## src/spm_pkg.sv

```systemverilog
/*
 package for the stand-by exit and power mode sequencer: mode codes,
 state enumeration and timing counts. assumes a 125 MHz system clock.
*/
package spm_pkg;

    localparam int unsigned CLK_PERIOD_PS   = 8000;
    // settle time of the ram supply switch before the interface may thaw
    localparam int unsigned SWITCH_TIME_NS  = 1000;
    localparam int unsigned SWITCH_CYCLES   =
        ((SWITCH_TIME_NS * 1000) + CLK_PERIOD_PS - 1) / CLK_PERIOD_PS;
    localparam int unsigned SWITCH_CNT_W    = 8;

    // requested power mode codes
    localparam logic [1:0] MODE_RUN         = 2'h0;
    localparam logic [1:0] MODE_IDLE        = 2'h1;
    localparam logic [1:0] MODE_PWRDN       = 2'h2;
    localparam logic [1:0] MODE_STBY        = 2'h3;

    // reset values and ram supply select codes
    localparam logic       RAM_EN_RESET     = 1'b0;
    localparam logic       RAM_SEL_STBY     = 1'b0;
    localparam logic       RAM_SEL_MAIN     = 1'b1;

    typedef enum logic [2:0] {
        SPM_HOLD,
        SPM_SWITCH,
        SPM_INIT,
        SPM_RUN,
        SPM_IDLE,
        SPM_PWRDN,
        SPM_STBY
    } spm_state_t;

endpackage

```

## src/spm_sync.sv

```systemverilog
/*
 two flip-flop synchroniser for one level.
 assumes an active low asynchronous reset already aligned to clk.
*/
`timescale 1ns/1ps
`default_nettype none
module spm_sync #(
    parameter logic RESET_VAL = 1'b0
) (
    // clock and reset
    input  wire logic clk,
    input  wire logic rst_b,
    // level
    input  wire logic d,
    output logic      q
);
    logic stage1;

    always_ff @(posedge clk or negedge rst_b) begin
        if (!rst_b) begin
            stage1 <= RESET_VAL;
            q      <= RESET_VAL;
        end else begin
            stage1 <= d;
            q      <= stage1;
        end
    end
endmodule // spm_sync
`default_nettype wire

```

## src/spm_seq.sv

```systemverilog
/*
 stand-by exit and power mode sequencer: holds reset from pin and low
 voltage detector, moves the retained ram supply to the main rail, keeps
 the ram frozen until software enables it, and applies run, idle,
 power-down and stand-by gating including the counter reference choice.
 assumes external reset circuitry holds the pin low during supply ramp.
*/
`timescale 1ns/1ps
`default_nettype none
// Functional notes
// - stand-by exit uses ordinary power-on sequence
// - detector keeps reset until core supply good
// - reset release switches ram supply, still frozen
// - ram accessible only after software enable
// - stand-by counter runs only on 32 kHz
// - main oscillator reference stops counter in stand-by
// - idle, power-down, stand-by gating as specified
// - freeze holds until enable set after reset
module spm_seq
    import spm_pkg::*;
#(
    parameter int unsigned SWITCH_CNT = SWITCH_CYCLES
) (
    // clock and reset
    input  wire logic       clk,
    input  wire logic       rst_b,
    // supply and reset sources
    input  wire logic       reset_input_pin_b,
    input  wire logic       low_voltage_detector_ok,
    input  wire logic       main_core_supply_good,
    // software controls
    input  wire logic       standby_ram_enable_set,
    input  wire logic       standby_ram_enable_clear,
    input  wire logic [1:0] mode_request,
    input  wire logic       mode_wake,
    input  wire logic       rtc_use_32k,
    input  wire logic       osc32k_present,
    // status and gating outputs
    output logic            internal_reset,
    output logic            ram_supply_main,
    output logic            ram_freeze,
    output logic            standby_ram_enable,
    output logic            cpu_clk_en,
    output logic            periph_clk_en,
    output logic            main_osc_en,
    output logic            osc32k_en,
    output logic            rtc_run
);
    logic                    rst_meta;
    logic                    rst_sync_b;
    logic                    pin_b;
    logic                    lvd_ok;
    logic                    main_good;
    spm_state_t              state;
    spm_state_t              next_state;
    logic [SWITCH_CNT_W-1:0] switch_cnt;
    logic [SWITCH_CNT_W-1:0] next_switch_cnt;

    // reset release through two flops
    always_ff @(posedge clk or negedge rst_b) begin
        if (!rst_b) begin
            rst_meta   <= 1'b0;
            rst_sync_b <= 1'b0;
        end else begin
            rst_meta   <= 1'b1;
            rst_sync_b <= rst_meta;
        end
    end

    // pin and rails are asynchronous: two flops each
    spm_sync #(.RESET_VAL(1'b0)) u_sync_pin (
        .clk   (clk),
        .rst_b (rst_sync_b),
        .d     (reset_input_pin_b),
        .q     (pin_b)
    );

    spm_sync #(.RESET_VAL(1'b0)) u_sync_lvd (
        .clk   (clk),
        .rst_b (rst_sync_b),
        .d     (low_voltage_detector_ok),
        .q     (lvd_ok)
    );

    spm_sync #(.RESET_VAL(1'b0)) u_sync_main (
        .clk   (clk),
        .rst_b (rst_sync_b),
        .d     (main_core_supply_good),
        .q     (main_good)
    );

    // reset source: pin or detector; loss of main supply also resets
    wire reset_req   = !pin_b || !lvd_ok || !main_good;
    wire supply_lost = !main_good;
    wire switch_done = (switch_cnt >= SWITCH_CNT[SWITCH_CNT_W-1:0] - 8'h01);

    // state decode
    wire st_hold     = (state == SPM_HOLD);
    wire st_switch   = (state == SPM_SWITCH);
    wire st_init     = (state == SPM_INIT);
    wire st_run      = (state == SPM_RUN);
    wire st_idle     = (state == SPM_IDLE);
    wire st_pwrdn    = (state == SPM_PWRDN);
    wire st_stby     = (state == SPM_STBY);
    wire in_low      = st_idle || st_pwrdn || st_stby;

    // sequencing: hold, supply switch, init, run and low power modes
    always_comb begin
        next_state      = state;
        next_switch_cnt = '0;
        unique case (state)
            SPM_HOLD: begin
                if (!reset_req) begin
                    next_state = SPM_SWITCH;
                end
            end
            SPM_SWITCH: begin
                next_switch_cnt = switch_cnt + 8'h01;
                if (switch_done) begin
                    next_state = SPM_INIT;
                end
            end
            SPM_INIT: begin
                if (standby_ram_enable || standby_ram_enable_set) begin
                    next_state = SPM_RUN;
                end
            end
            SPM_RUN: begin
                unique case (mode_request)
                    MODE_IDLE:  next_state = SPM_IDLE;
                    MODE_PWRDN: next_state = SPM_PWRDN;
                    MODE_STBY:  next_state = SPM_STBY;
                    MODE_RUN:   next_state = SPM_RUN;
                endcase
            end
            SPM_IDLE, SPM_PWRDN: begin
                if (mode_wake) begin
                    next_state = SPM_RUN;
                end
            end
            SPM_STBY: begin
                next_state = SPM_STBY; // left only through reset
            end
        endcase
        if (reset_req) begin
            next_state = SPM_HOLD;
        end
    end

    always_ff @(posedge clk or negedge rst_sync_b) begin
        if (!rst_sync_b) begin
            state      <= SPM_HOLD;
            switch_cnt <= '0;
        end else begin
            state      <= next_state;
            switch_cnt <= next_switch_cnt;
        end
    end

    // software enable; set wins over clear, reset forces clear
    wire next_ram_en = reset_req ? RAM_EN_RESET :
                       standby_ram_enable_set ? 1'b1 :
                       standby_ram_enable_clear ? 1'b0 : standby_ram_enable;

    // supply selection: main rail only once reset released
    wire next_ram_main = !st_hold && !reset_req;
    // freeze covers the supply switch whatever the enable says
    wire freeze_seq    = st_hold || st_switch;
    wire next_freeze   = reset_req || freeze_seq || !next_ram_en;

    // counter reference: with the main rail gone only the 32 kHz path survives
    wire use_32k   = rtc_use_32k && osc32k_present;
    wire rtc_keep  = st_stby || st_hold;
    wire next_rtc  = rtc_keep ? use_32k : 1'b1;
    wire next_cpu  = st_run || st_init;
    wire next_per  = next_cpu || st_idle;
    wire mosc_off  = st_stby || (st_pwrdn && use_32k) || (st_hold && supply_lost);
    wire next_mosc = !mosc_off;
    wire next_o32  = use_32k;

    // ram side: reset flag, supply select, freeze and enable
    always_ff @(posedge clk or negedge rst_sync_b) begin
        if (!rst_sync_b) begin
            internal_reset     <= 1'b1;
            ram_supply_main    <= RAM_SEL_STBY;
            ram_freeze         <= 1'b1;
            standby_ram_enable <= RAM_EN_RESET;
        end else begin
            internal_reset     <= reset_req;
            ram_supply_main    <= next_ram_main;
            ram_freeze         <= next_freeze;
            standby_ram_enable <= next_ram_en;
        end
    end

    // clock gating levels
    always_ff @(posedge clk or negedge rst_sync_b) begin
        if (!rst_sync_b) begin
            cpu_clk_en    <= 1'b0;
            periph_clk_en <= 1'b0;
            main_osc_en   <= 1'b1;
        end else begin
            cpu_clk_en    <= next_cpu && !in_low;
            periph_clk_en <= next_per;
            main_osc_en   <= next_mosc;
        end
    end

    // low power oscillator and counter
    always_ff @(posedge clk or negedge rst_sync_b) begin
        if (!rst_sync_b) begin
            osc32k_en <= 1'b0;
            rtc_run   <= 1'b0;
        end else begin
            osc32k_en <= next_o32;
            rtc_run   <= next_rtc;
        end
    end
endmodule // spm_seq
`default_nettype wire

```

## config.mk

```make
export PLATFORM = sky130hd
export DESIGN_NAME = spm_seq
export DESIGN_NICKNAME = d
export VERILOG_FILES = /design/src/spm_pkg.sv /design/src/spm_sync.sv /design/src/spm_seq.sv
export SDC_FILE = /design/constraint.sdc
export NUM_CORES = 1
export LEC_CHECK = 0
export BUFFER_PORTS_ARGS = -buffer_cell sky130_fd_sc_hd__buf_2
export CORE_MARGIN = 2
export CORE_UTILIZATION = 30
export CTS_BUF_LIST = sky130_fd_sc_hd__clkbuf_16
export CTS_CLUSTER_DIAMETER = 120
export DETAILED_ROUTE_END_ITERATION = 8
export PLACE_DENSITY_LB_ADDON = 0.12
export SYNTH_ARGS = -nofsm -noshare
export SYNTH_HDL_FRONTEND = slang
export SYNTH_HIERARCHICAL = 1
export SYNTH_SLANG_ARGS = --single-unit
```

## constraint.sdc

```tcl
create_clock -name clk -period 2 [get_ports clk]
set_input_delay 0.3 -clock clk [delete_from_list [all_inputs] [get_ports clk]]
set_output_delay 0.3 -clock clk [all_outputs]
set_load 0.01 [all_outputs]
```

After elaboration in Yosys (flattened, before gate mapping)
Cells that the tools add are included.
{"block": "word_totals", "regBits": 28, "in_bits": 12, "out_inout_bits": 9, "word_cells": 74}
{"block": "op_classes", "add_sub_neg": 1, "n_lt_le_gt_ge": 1, "eq_ne": 12, "mux": 11, "reduce_logical": 30}
{"op": "one-hot mux 3 bit (6 select lines)", "count": 1}
{"op": "logical OR 1 bit", "count": 13}
{"op": "2-to-1 mux 3 bit", "count": 4}
{"op": "one-hot mux 3 bit (4 select lines)", "count": 1}
{"op": "equality test 3 bit, second input constant", "count": 3}
{"op": "adder 8 x 1 -> 8 bit, second input constant", "count": 1}
{"op": "greater-or-equal comparator 8 x 7 -> 1 bit, second input constant", "count": 1}
{"op": "zero test 1 bit", "count": 8}
{"op": "2-to-1 mux 8 bit", "count": 1}
{"op": "equality test 3 x 2 -> 1 bit, second input constant", "count": 2}
{"op": "inequality test 3 bit, second input constant", "count": 2}
{"op": "logical AND 1 bit", "count": 5}
{"op": "equality test 2 bit, second input constant", "count": 2}
{"op": "2-to-1 mux 1 bit", "count": 4}
{"op": "equality test 3 x 1 -> 1 bit, second input constant", "count": 1}
{"op": "zero test 3 bit", "count": 1}
{"op": "inequality test 3 x 2 -> 1 bit, second input constant", "count": 1}
{"op": "AND reduction 3 bit", "count": 1}
{"op": "equality test 2 x 1 -> 1 bit, second input constant", "count": 1}
{"op": "zero test 2 bit", "count": 1}
{"op": "OR reduction 2 bit", "count": 1}

Longest topological paths before layout
Gate-level depths: netlist of the first run.
{"block": "logic_depth", "word_depth": 6, "ltp_mapped": 5, "mapped_depth_nobuf": 5}

Hierarchy
The synthesis of the first run kept the hierarchy.
{"mod": "spm_seq", "instances": 1, "cells_per_inst": 100, "area_each_um2": 1036.0, "seq_area_each_um2": 554.3}
{"mod": "spm_sync", "instances": 3, "cells_per_inst": 2, "area_each_um2": 50.0, "seq_area_each_um2": 50.0}

Worst setup path after synthesis of the first run
Ideal clock, no wire load.
{"block": "synth_timing", "path_type": "flip-flop to flip-flop", "startpoint": "register state[2]", "endpoint": "register state[1]", "setup_ns": 0.125, "arrival_ns": 1.233, "required_ns": 1.875, "setup_slack_ns": 0.642, "stages_incl_launch_ff": 6, "n_path_buf": 2, "synth_period_minus_slack_ns": 1.358, "cell_sequence": "dfrtp_1 -> buf_6 -> or3b_1 -> buf_2 -> a211oi_2 -> nor3_1"}
{"block": "synth_via", "elab_chain_cells": 4, "elab_cells_between_ends": 14, "classes_between": "9 x eq/ne; 2 x mux; 3 x reduce/logical"}
{"item": "start: declaration", "line": "spm_seq.sv:54", "text": "spm_state_t state;"}
{"item": "start signal: assignment", "line": "spm_seq.sv:155", "text": "state <= next_state;"}
{"item": "equality test 3 bit", "line": "spm_seq.sv:111", "text": "unique case (state)"}
{"item": "OR reduction 2 bit", "line": "spm_seq.sv:111"}
{"item": "one-hot mux 3 bit (6 select lines) or inequality test 3 bit (tied branches)"}
{"item": "2-to-1 mux 3 bit or AND reduction 3 bit (tied branches)"}
Several ways; a longest one is shown, not always the timed one.
A chain may end at the register's enable or synchronous reset.

Worst setup path in the final report of the first run
{"block": "layout_timing", "startpoint": "register state[0]", "endpoint": "register state[1]"}
The elaborated chain is that of the path after synthesis.

==> qor.yml, run 1 <==
outcome: "completed"
fin_crit_sh: 0.753
ys_ff_latch: 28
cp_max_fo: 12
finalMaxSlewViolations: 0
dieArea_mm2: 0.00447
total_power_mw: 1.23
ir_drop_mv: 0.365
regArea_um2: 704
drc_errors: 0
io-pin-count: 21
grt_pass1_wl_mm: 3.43
finalSetupTns_ns: 0
clk_latency_ns: 0.26
dpl_worst_slack_ns: 0.503
yosysWarnings: 6
setup_ws_ns: 0.494
yosysSeqAreaShare: 0.594
synthCells: 106
synth_edf_count: 0
synth.avg_cell_area_um2: 11.2
cts_sinks: 28
htreeDepth: 1
port_buffers: 20
clk_pin_slew_worst_paths_ns: 0.07
synthTopCellsByCount: "25 x dfrtp_1, 11 x inv_1, 11 x nor2_1"
path_cells: "or3b_1 -> a211oi_2 -> nor3_1"
crit_slowest_cell: "or3b_1"
fin_area_mm2: 0.00144
cp.required_ns: 2.14
routed_wl_mm: 1.96
syn-cell-area_mm2: 0.00119
syn2layout_area_growth_pct: 21.6
hold_path_class: "in2reg"
die_w_um: 66.9
synth_top_cell_by_area: "dfrtp_1"
globalRouteTotalUtil: 0.101
p_leak_nw: 0.671
antenna_found_initial: 0
cts_hold_buf: 1
initial_core_util: 0.317
drt_first_pass_iters: 4
clockBufferDepth: 2
die_h_um: 66.9
slowest_delay_ns: 0.54
placement.cell_area_mm2: 0.00133
synth.most_common_cell: "dfrtp_1"
worstSetupPathType: "reg2reg"
period_minus_slack_ns: 1.51
drive_gt1_frac: 0.234
syn-num-nets: 124
postCtsSetupRepairBufs: 0
placementRows: 22
cts_tree: "yes"
cts_buffers: 3
synth_top_area_share: 0.527
num_vias: 792
core-area_mm2: 0.00374
hold_viol: 0
multi_input_comb_area_um2: 414
grt_overflow_total: 0
setup_viol: 0
synth_flop_cell: "dfrtp_1"
antenna_left: 0
dp_hpwl_mm: 1.45
async_reset_ff_frac: 1.00
start_kind: "register"
antenna_cells: 0
fill_cells: 387
grt_pass1_vias: 766
gp_routability_congestion: 0.812
finalClockSkew_ns: 0.00671
first_iter_violations: 15
grt_max_degree: 27
end_kind: "register"
fin_nets: 147
maxCapViolCount: 0
ys_top_cells_by_area: "dfrtp_1 53%, dfstp_2 6.6%, ha_1 6.3%, inv_1 3.5%, nor2_1 3.5%"
arrival_ns: 1.65
cts-resized-gates: 0
cts-root-buf: "clkbuf_16"
vias_per_cell: 4.50
avgRoutedWirePerCell_um: 11.2
rsz0062_at_grt: "no"
whs_ns: 0.148
synth_cell_type_count: 32
p_per_area_mw_per_mm2: 852
clock.fmax_mhz: 664
-- sequential cells by signal (all words and copies together) (netlist names) --
signal,cells
u_sync_pin/stage1,1
u_sync_main/stage1,1
ram_freeze,1
rtc_run,1
main_osc_en,1
state,3
rst_sync_b,1
u_sync_main/q,1
internal_reset,1
ram_supply_main,1
osc32k_en,1
rst_meta,1
periph_clk_en,1
switch_cnt,8
standby_ram_enable,1
u_sync_pin/q,1
u_sync_lvd/stage1,1
u_sync_lvd/q,1
cpu_clk_en,1
-- worst paths after layout --
kind | from | end | slack, ns | depth (start not counted)
max in group asynchronous | rst_sync_b | internal_reset | 1.48 | 1
worst min register to register | rst_sync_b | switch_cnt[4] | 0.23 | 1
worst max-delay path | state[0] | state[1] | 0.49 | 3
min in group asynchronous | rst_sync_b | switch_cnt[4] | 0.23 | 1
worst min-delay path | reset_input_pin_b | u_sync_pin/stage1 | 0.15 | 1
worst max register to register | state[0] | state[1] | 0.49 | 3
-- report_power, final --
part           internal (mW)  leakage, nW  switching, mW
registers              0.584        0.358        0.00826
logic                 0.0253        0.262         0.0343
clock network          0.398       0.0511          0.180
total                   1.01        0.671          0.223
-- per-stage QoR --
| stage | instances | util |
|---|---|---|
| detailed placement | 171 | 0.355 |
| global route | 176 | 0.385 |
| CTS | 176 | 0.385 |
| global placement | 171 | 0.355 |
| floorplan | 106 | - |
| finish | 176 | 0.385 |
-- worst max-delay path, delay by kind of cell (launching register included) --
kind	cells	cell delay (ns)
simple gates	2	0.61
flops	1	0.53
compound gates	1	0.24
-- cells in the final DEF (no fill, tap or decap), types with 2 or more instances in the layout --
master     count
nand3_1        5
clkbuf_16      3
ha_1           6
xor2_1         2
buf_2         20
nand4_1        2
inv_1         11
nor2_1        11
nor3_1         3
o21ai_0        6
a21oi_1        6
nor2b_1        2
dfstp_2        3
dfrtp_1       25
or3_1          3
-- final cells by class --
type / instances / area share
multi-input combinational: 63 / 0.287
timing repair buffer: 22 / 0.0815
clock inverter: 1 / 0.0208
clock buffer: 3 / 0.0520
sequential: 28 / 0.488
tap: 48 / 0.0416
inverter: 11 / 0.0286
-- layer usage --
metal | vias up | wire (µm) | GRT usage | share of wire
met5 | - | 0 | 0 | 0
met4 | 0 | 24 | 0.0459 | 0.012
met3 | 2 | 69 | 0.0203 | 0.035
met2 | 12 | 942 | 0.171 | 0.48
met1 | 375 | 928 | 0.123 | 0.47
li1 | 403 | - | - | -
-- kinds of logic after synthesis --
logic type | after synthesis | share of synthesized area
AND/OR/NAND/NOR | 34 | 0.153
AO/OA/AOI/OAI | 19 | 0.108
flip-flops | 28 | 0.594
adder cells (fa/ha/maj) | 6 | 0.0633
buffers and inverters | 15 | 0.0570
other | 1 | 0.00316
XOR/XNOR | 3 | 0.0222
No activity file was read; power rests on OpenSTA's default activity.
==> run 2: changes to the inputs <==
- clock period: 2 -> 1.4 ns (I/O delays scaled with it)
==> run 2 against run 1 <==
Maximum frequency grew 14%. First-iteration DRC count grew 13%. Via count grew 5.1%. Utilization grew 1.5 points. Cell area grew 3.8%. Wire length grew 6.8%. Register-to-register slack lost 0.42 ns. Global-route usage grew 0.45 points. Critical path depth is the same. Clock skew shrank 0.0051 ns. Power grew 45%. Worst setup slack lost 0.42 ns. Largest cell class unchanged.
==> qor.yml, run 2 (synthesis results as in run 1) <==
num_vias: 832  # +5.1%
timing.rr.start: "state[2]"
finalMaxSlewViolations: 0  # unchanged
cp.required_ns: 1.55  # -0.59 ns
grt_pass1_wl_mm: 3.48  # +1.6%
first_iter_violations: 17  # +2
grt_overflow_total: 0  # unchanged
drc_errors: 0  # unchanged
drt_first_pass_iters: 4  # unchanged
io-pin-count: 21  # unchanged
fin_crit_sh: 0.944  # +0.191
syn2layout_area_growth_pct: 26.3
grt_pass1_vias: 810  # +5.7%
hold_path_class: "in2reg"
placementRows: 22  # unchanged
cp_max_fo: 9  # -3
ff2ff_setup_slack_ns: 0.08  # -0.42 ns
p_per_area_mw_per_mm2: 1190  # +39%
clock.fmax_mhz: 757  # +14%
setup_viol: 0  # unchanged
antenna_cells: 0  # unchanged
initial_core_util: 0.317  # unchanged
largest_register_ffs: 8  # unchanged
top_register: "switch_cnt"
dieArea_mm2: 0.00447  # unchanged
drive_gt1_frac: 0.281  # +0.0471
clk_pin_slew_worst_paths_ns: 0.07  # about the same
multi_input_comb_area_um2: 417  # +0.60%
maxCapViolCount: 0  # unchanged
worstSetupPathType: "reg2reg"
ir_drop_mv: 0.790  # +120%
end_kind: "register"
reg2regPathDepth: 3  # unchanged
grt_max_degree: 27  # unchanged
rsz0062_at_grt: "no"
die_w_um: 66.9  # unchanged
start_kind: "register"
port_buffers: 20  # unchanged
crit_end: "state[1]"
finalClockSkew_ns: 0.00162  # -0.00508 ns
arrival_ns: 1.47  # -0.18 ns
cts_tree: "yes"
p_leak_nw: 0.703  # +4.8%
cts-root-buf: "clkbuf_16"
hold_viol: 0  # unchanged
fin_nets: 154  # +4.8%
core-area_mm2: 0.00374  # unchanged
crit_start: "state[2]"
whs_ns: 0.0513  # -0.0971 ns
routed_wl_mm: 2.10  # +6.8%
fill_cells: 391  # +1.0%
htreeDepth: 1  # unchanged
outcome: "completed"
dp_hpwl_mm: 1.57  # +8.1%
largest_registers: "switch_cnt x8, state x3"
avgRoutedWirePerCell_um: 11.5  # +2.7%
globalRouteTotalUtil: 0.106  # +0.00446
cts_buffers: 3  # unchanged
final_cell_mix: "25 x dfrtp_1, 20 x buf_2, 11 x inv_1, 11 x nor2_1, 8 x buf_4"
clockBufferDepth: 2  # unchanged
final_common_cell: "dfrtp_1"
clk_latency_ns: 0.26  # about the same
vias_per_cell: 4.55  # +1.0%
cts_sinks: 28  # unchanged
die_h_um: 66.9  # unchanged
period_minus_slack_ns: 1.32  # -0.184 ns
regArea_um2: 704  # unchanged
antenna_found_initial: 0  # unchanged
gp_routability_congestion: 0.799  # -1.6%
antenna_left: 0  # unchanged
finalSetupTns_ns: 0  # unchanged
r2r-end: "state[1]"
==> run 2: cell types whose count changed in the layout (fill, tap and decap cells not counted), sizes merged <==
cell	delta
buf	+7
==> run 2: worst max-delay path: stages (launching register included) <==
cell and delay (ns):
dfrtp_1 0.47, or3b_1 0.45, a211oi_2 0.22, nor3_1 0.07
==> run 2: worst min-delay path by stage <==
stage	startpoint	end	slack, ns	depth (start not counted)
after floorplan	rst_b	rst_meta	-0.09	0
after global placement	rst_b	rst_meta	-0.005	1
after detailed placement	rst_b	rst_meta	-0.002	1
after CTS	reset_input_pin_b	u_sync_pin/stage1	0.05	1
after global routing	low_voltage_detector_ok	u_sync_lvd/stage1	0.05	1
final	reset_input_pin_b	u_sync_pin/stage1	0.05	1
==> run 2: timing repair <==
item                                    4_1_cts  5_1_grt
setup buffers                                 0        0
hold endpoints to repair                      2        0
resized for setup                             0        1
hold buffers                                  1        0
endpoints found under the setup margin        0        1
==> run 2: stage by stage <==
stage / setup WS [ns] / cells / total power [mW] / area (µm²) / utilization
floorplan: 0.0421 / 106 / 0.907 / 1190 / -
global placement: 0.113 / 178 / 0.957 / 1380 / 0.369
detailed placement: 0.105 / 178 / 0.958 / 1380 / 0.369
CTS: 0.0844 / 183 / 1.81 / 1500 / 0.399
global route: 0.0136 / 183 / 1.85 / 1500 / 0.400
finish: 0.0784 / 183 / 1.78 / 1500 / 0.400
==> run 2: routing by layer <==
| layer | routed length (µm) | vias to the layer above | track usage |
|---|---|---|---|
| li1 | - | 415 | - |
| met1 | 898 | 401 | 0.120 |
| met2 | 1100 | 14 | 0.188 |
| met3 | 90 | 2 | 0.0355 |
| met4 | 11 | 0 | 0.0306 |
| met5 | 0 | - | 0 |
==> run 2: cell type report <==
class / instances / share of cell area
clock inverter: 1 / 0.0201
timing repair buffer: 29 / 0.114
clock buffer: 3 / 0.0501
multi-input combinational: 63 / 0.278
inverter: 11 / 0.0276
sequential: 28 / 0.470
tap: 48 / 0.0401
==> run 2: power by group <==
part | switching, mW | internal, mW | leakage, nW
sequential | 0.00874 | 0.834 | 0.358
clock | 0.266 | 0.569 | 0.0511
combinational | 0.0553 | 0.0440 | 0.294
total | 0.330 | 1.45 | 0.703
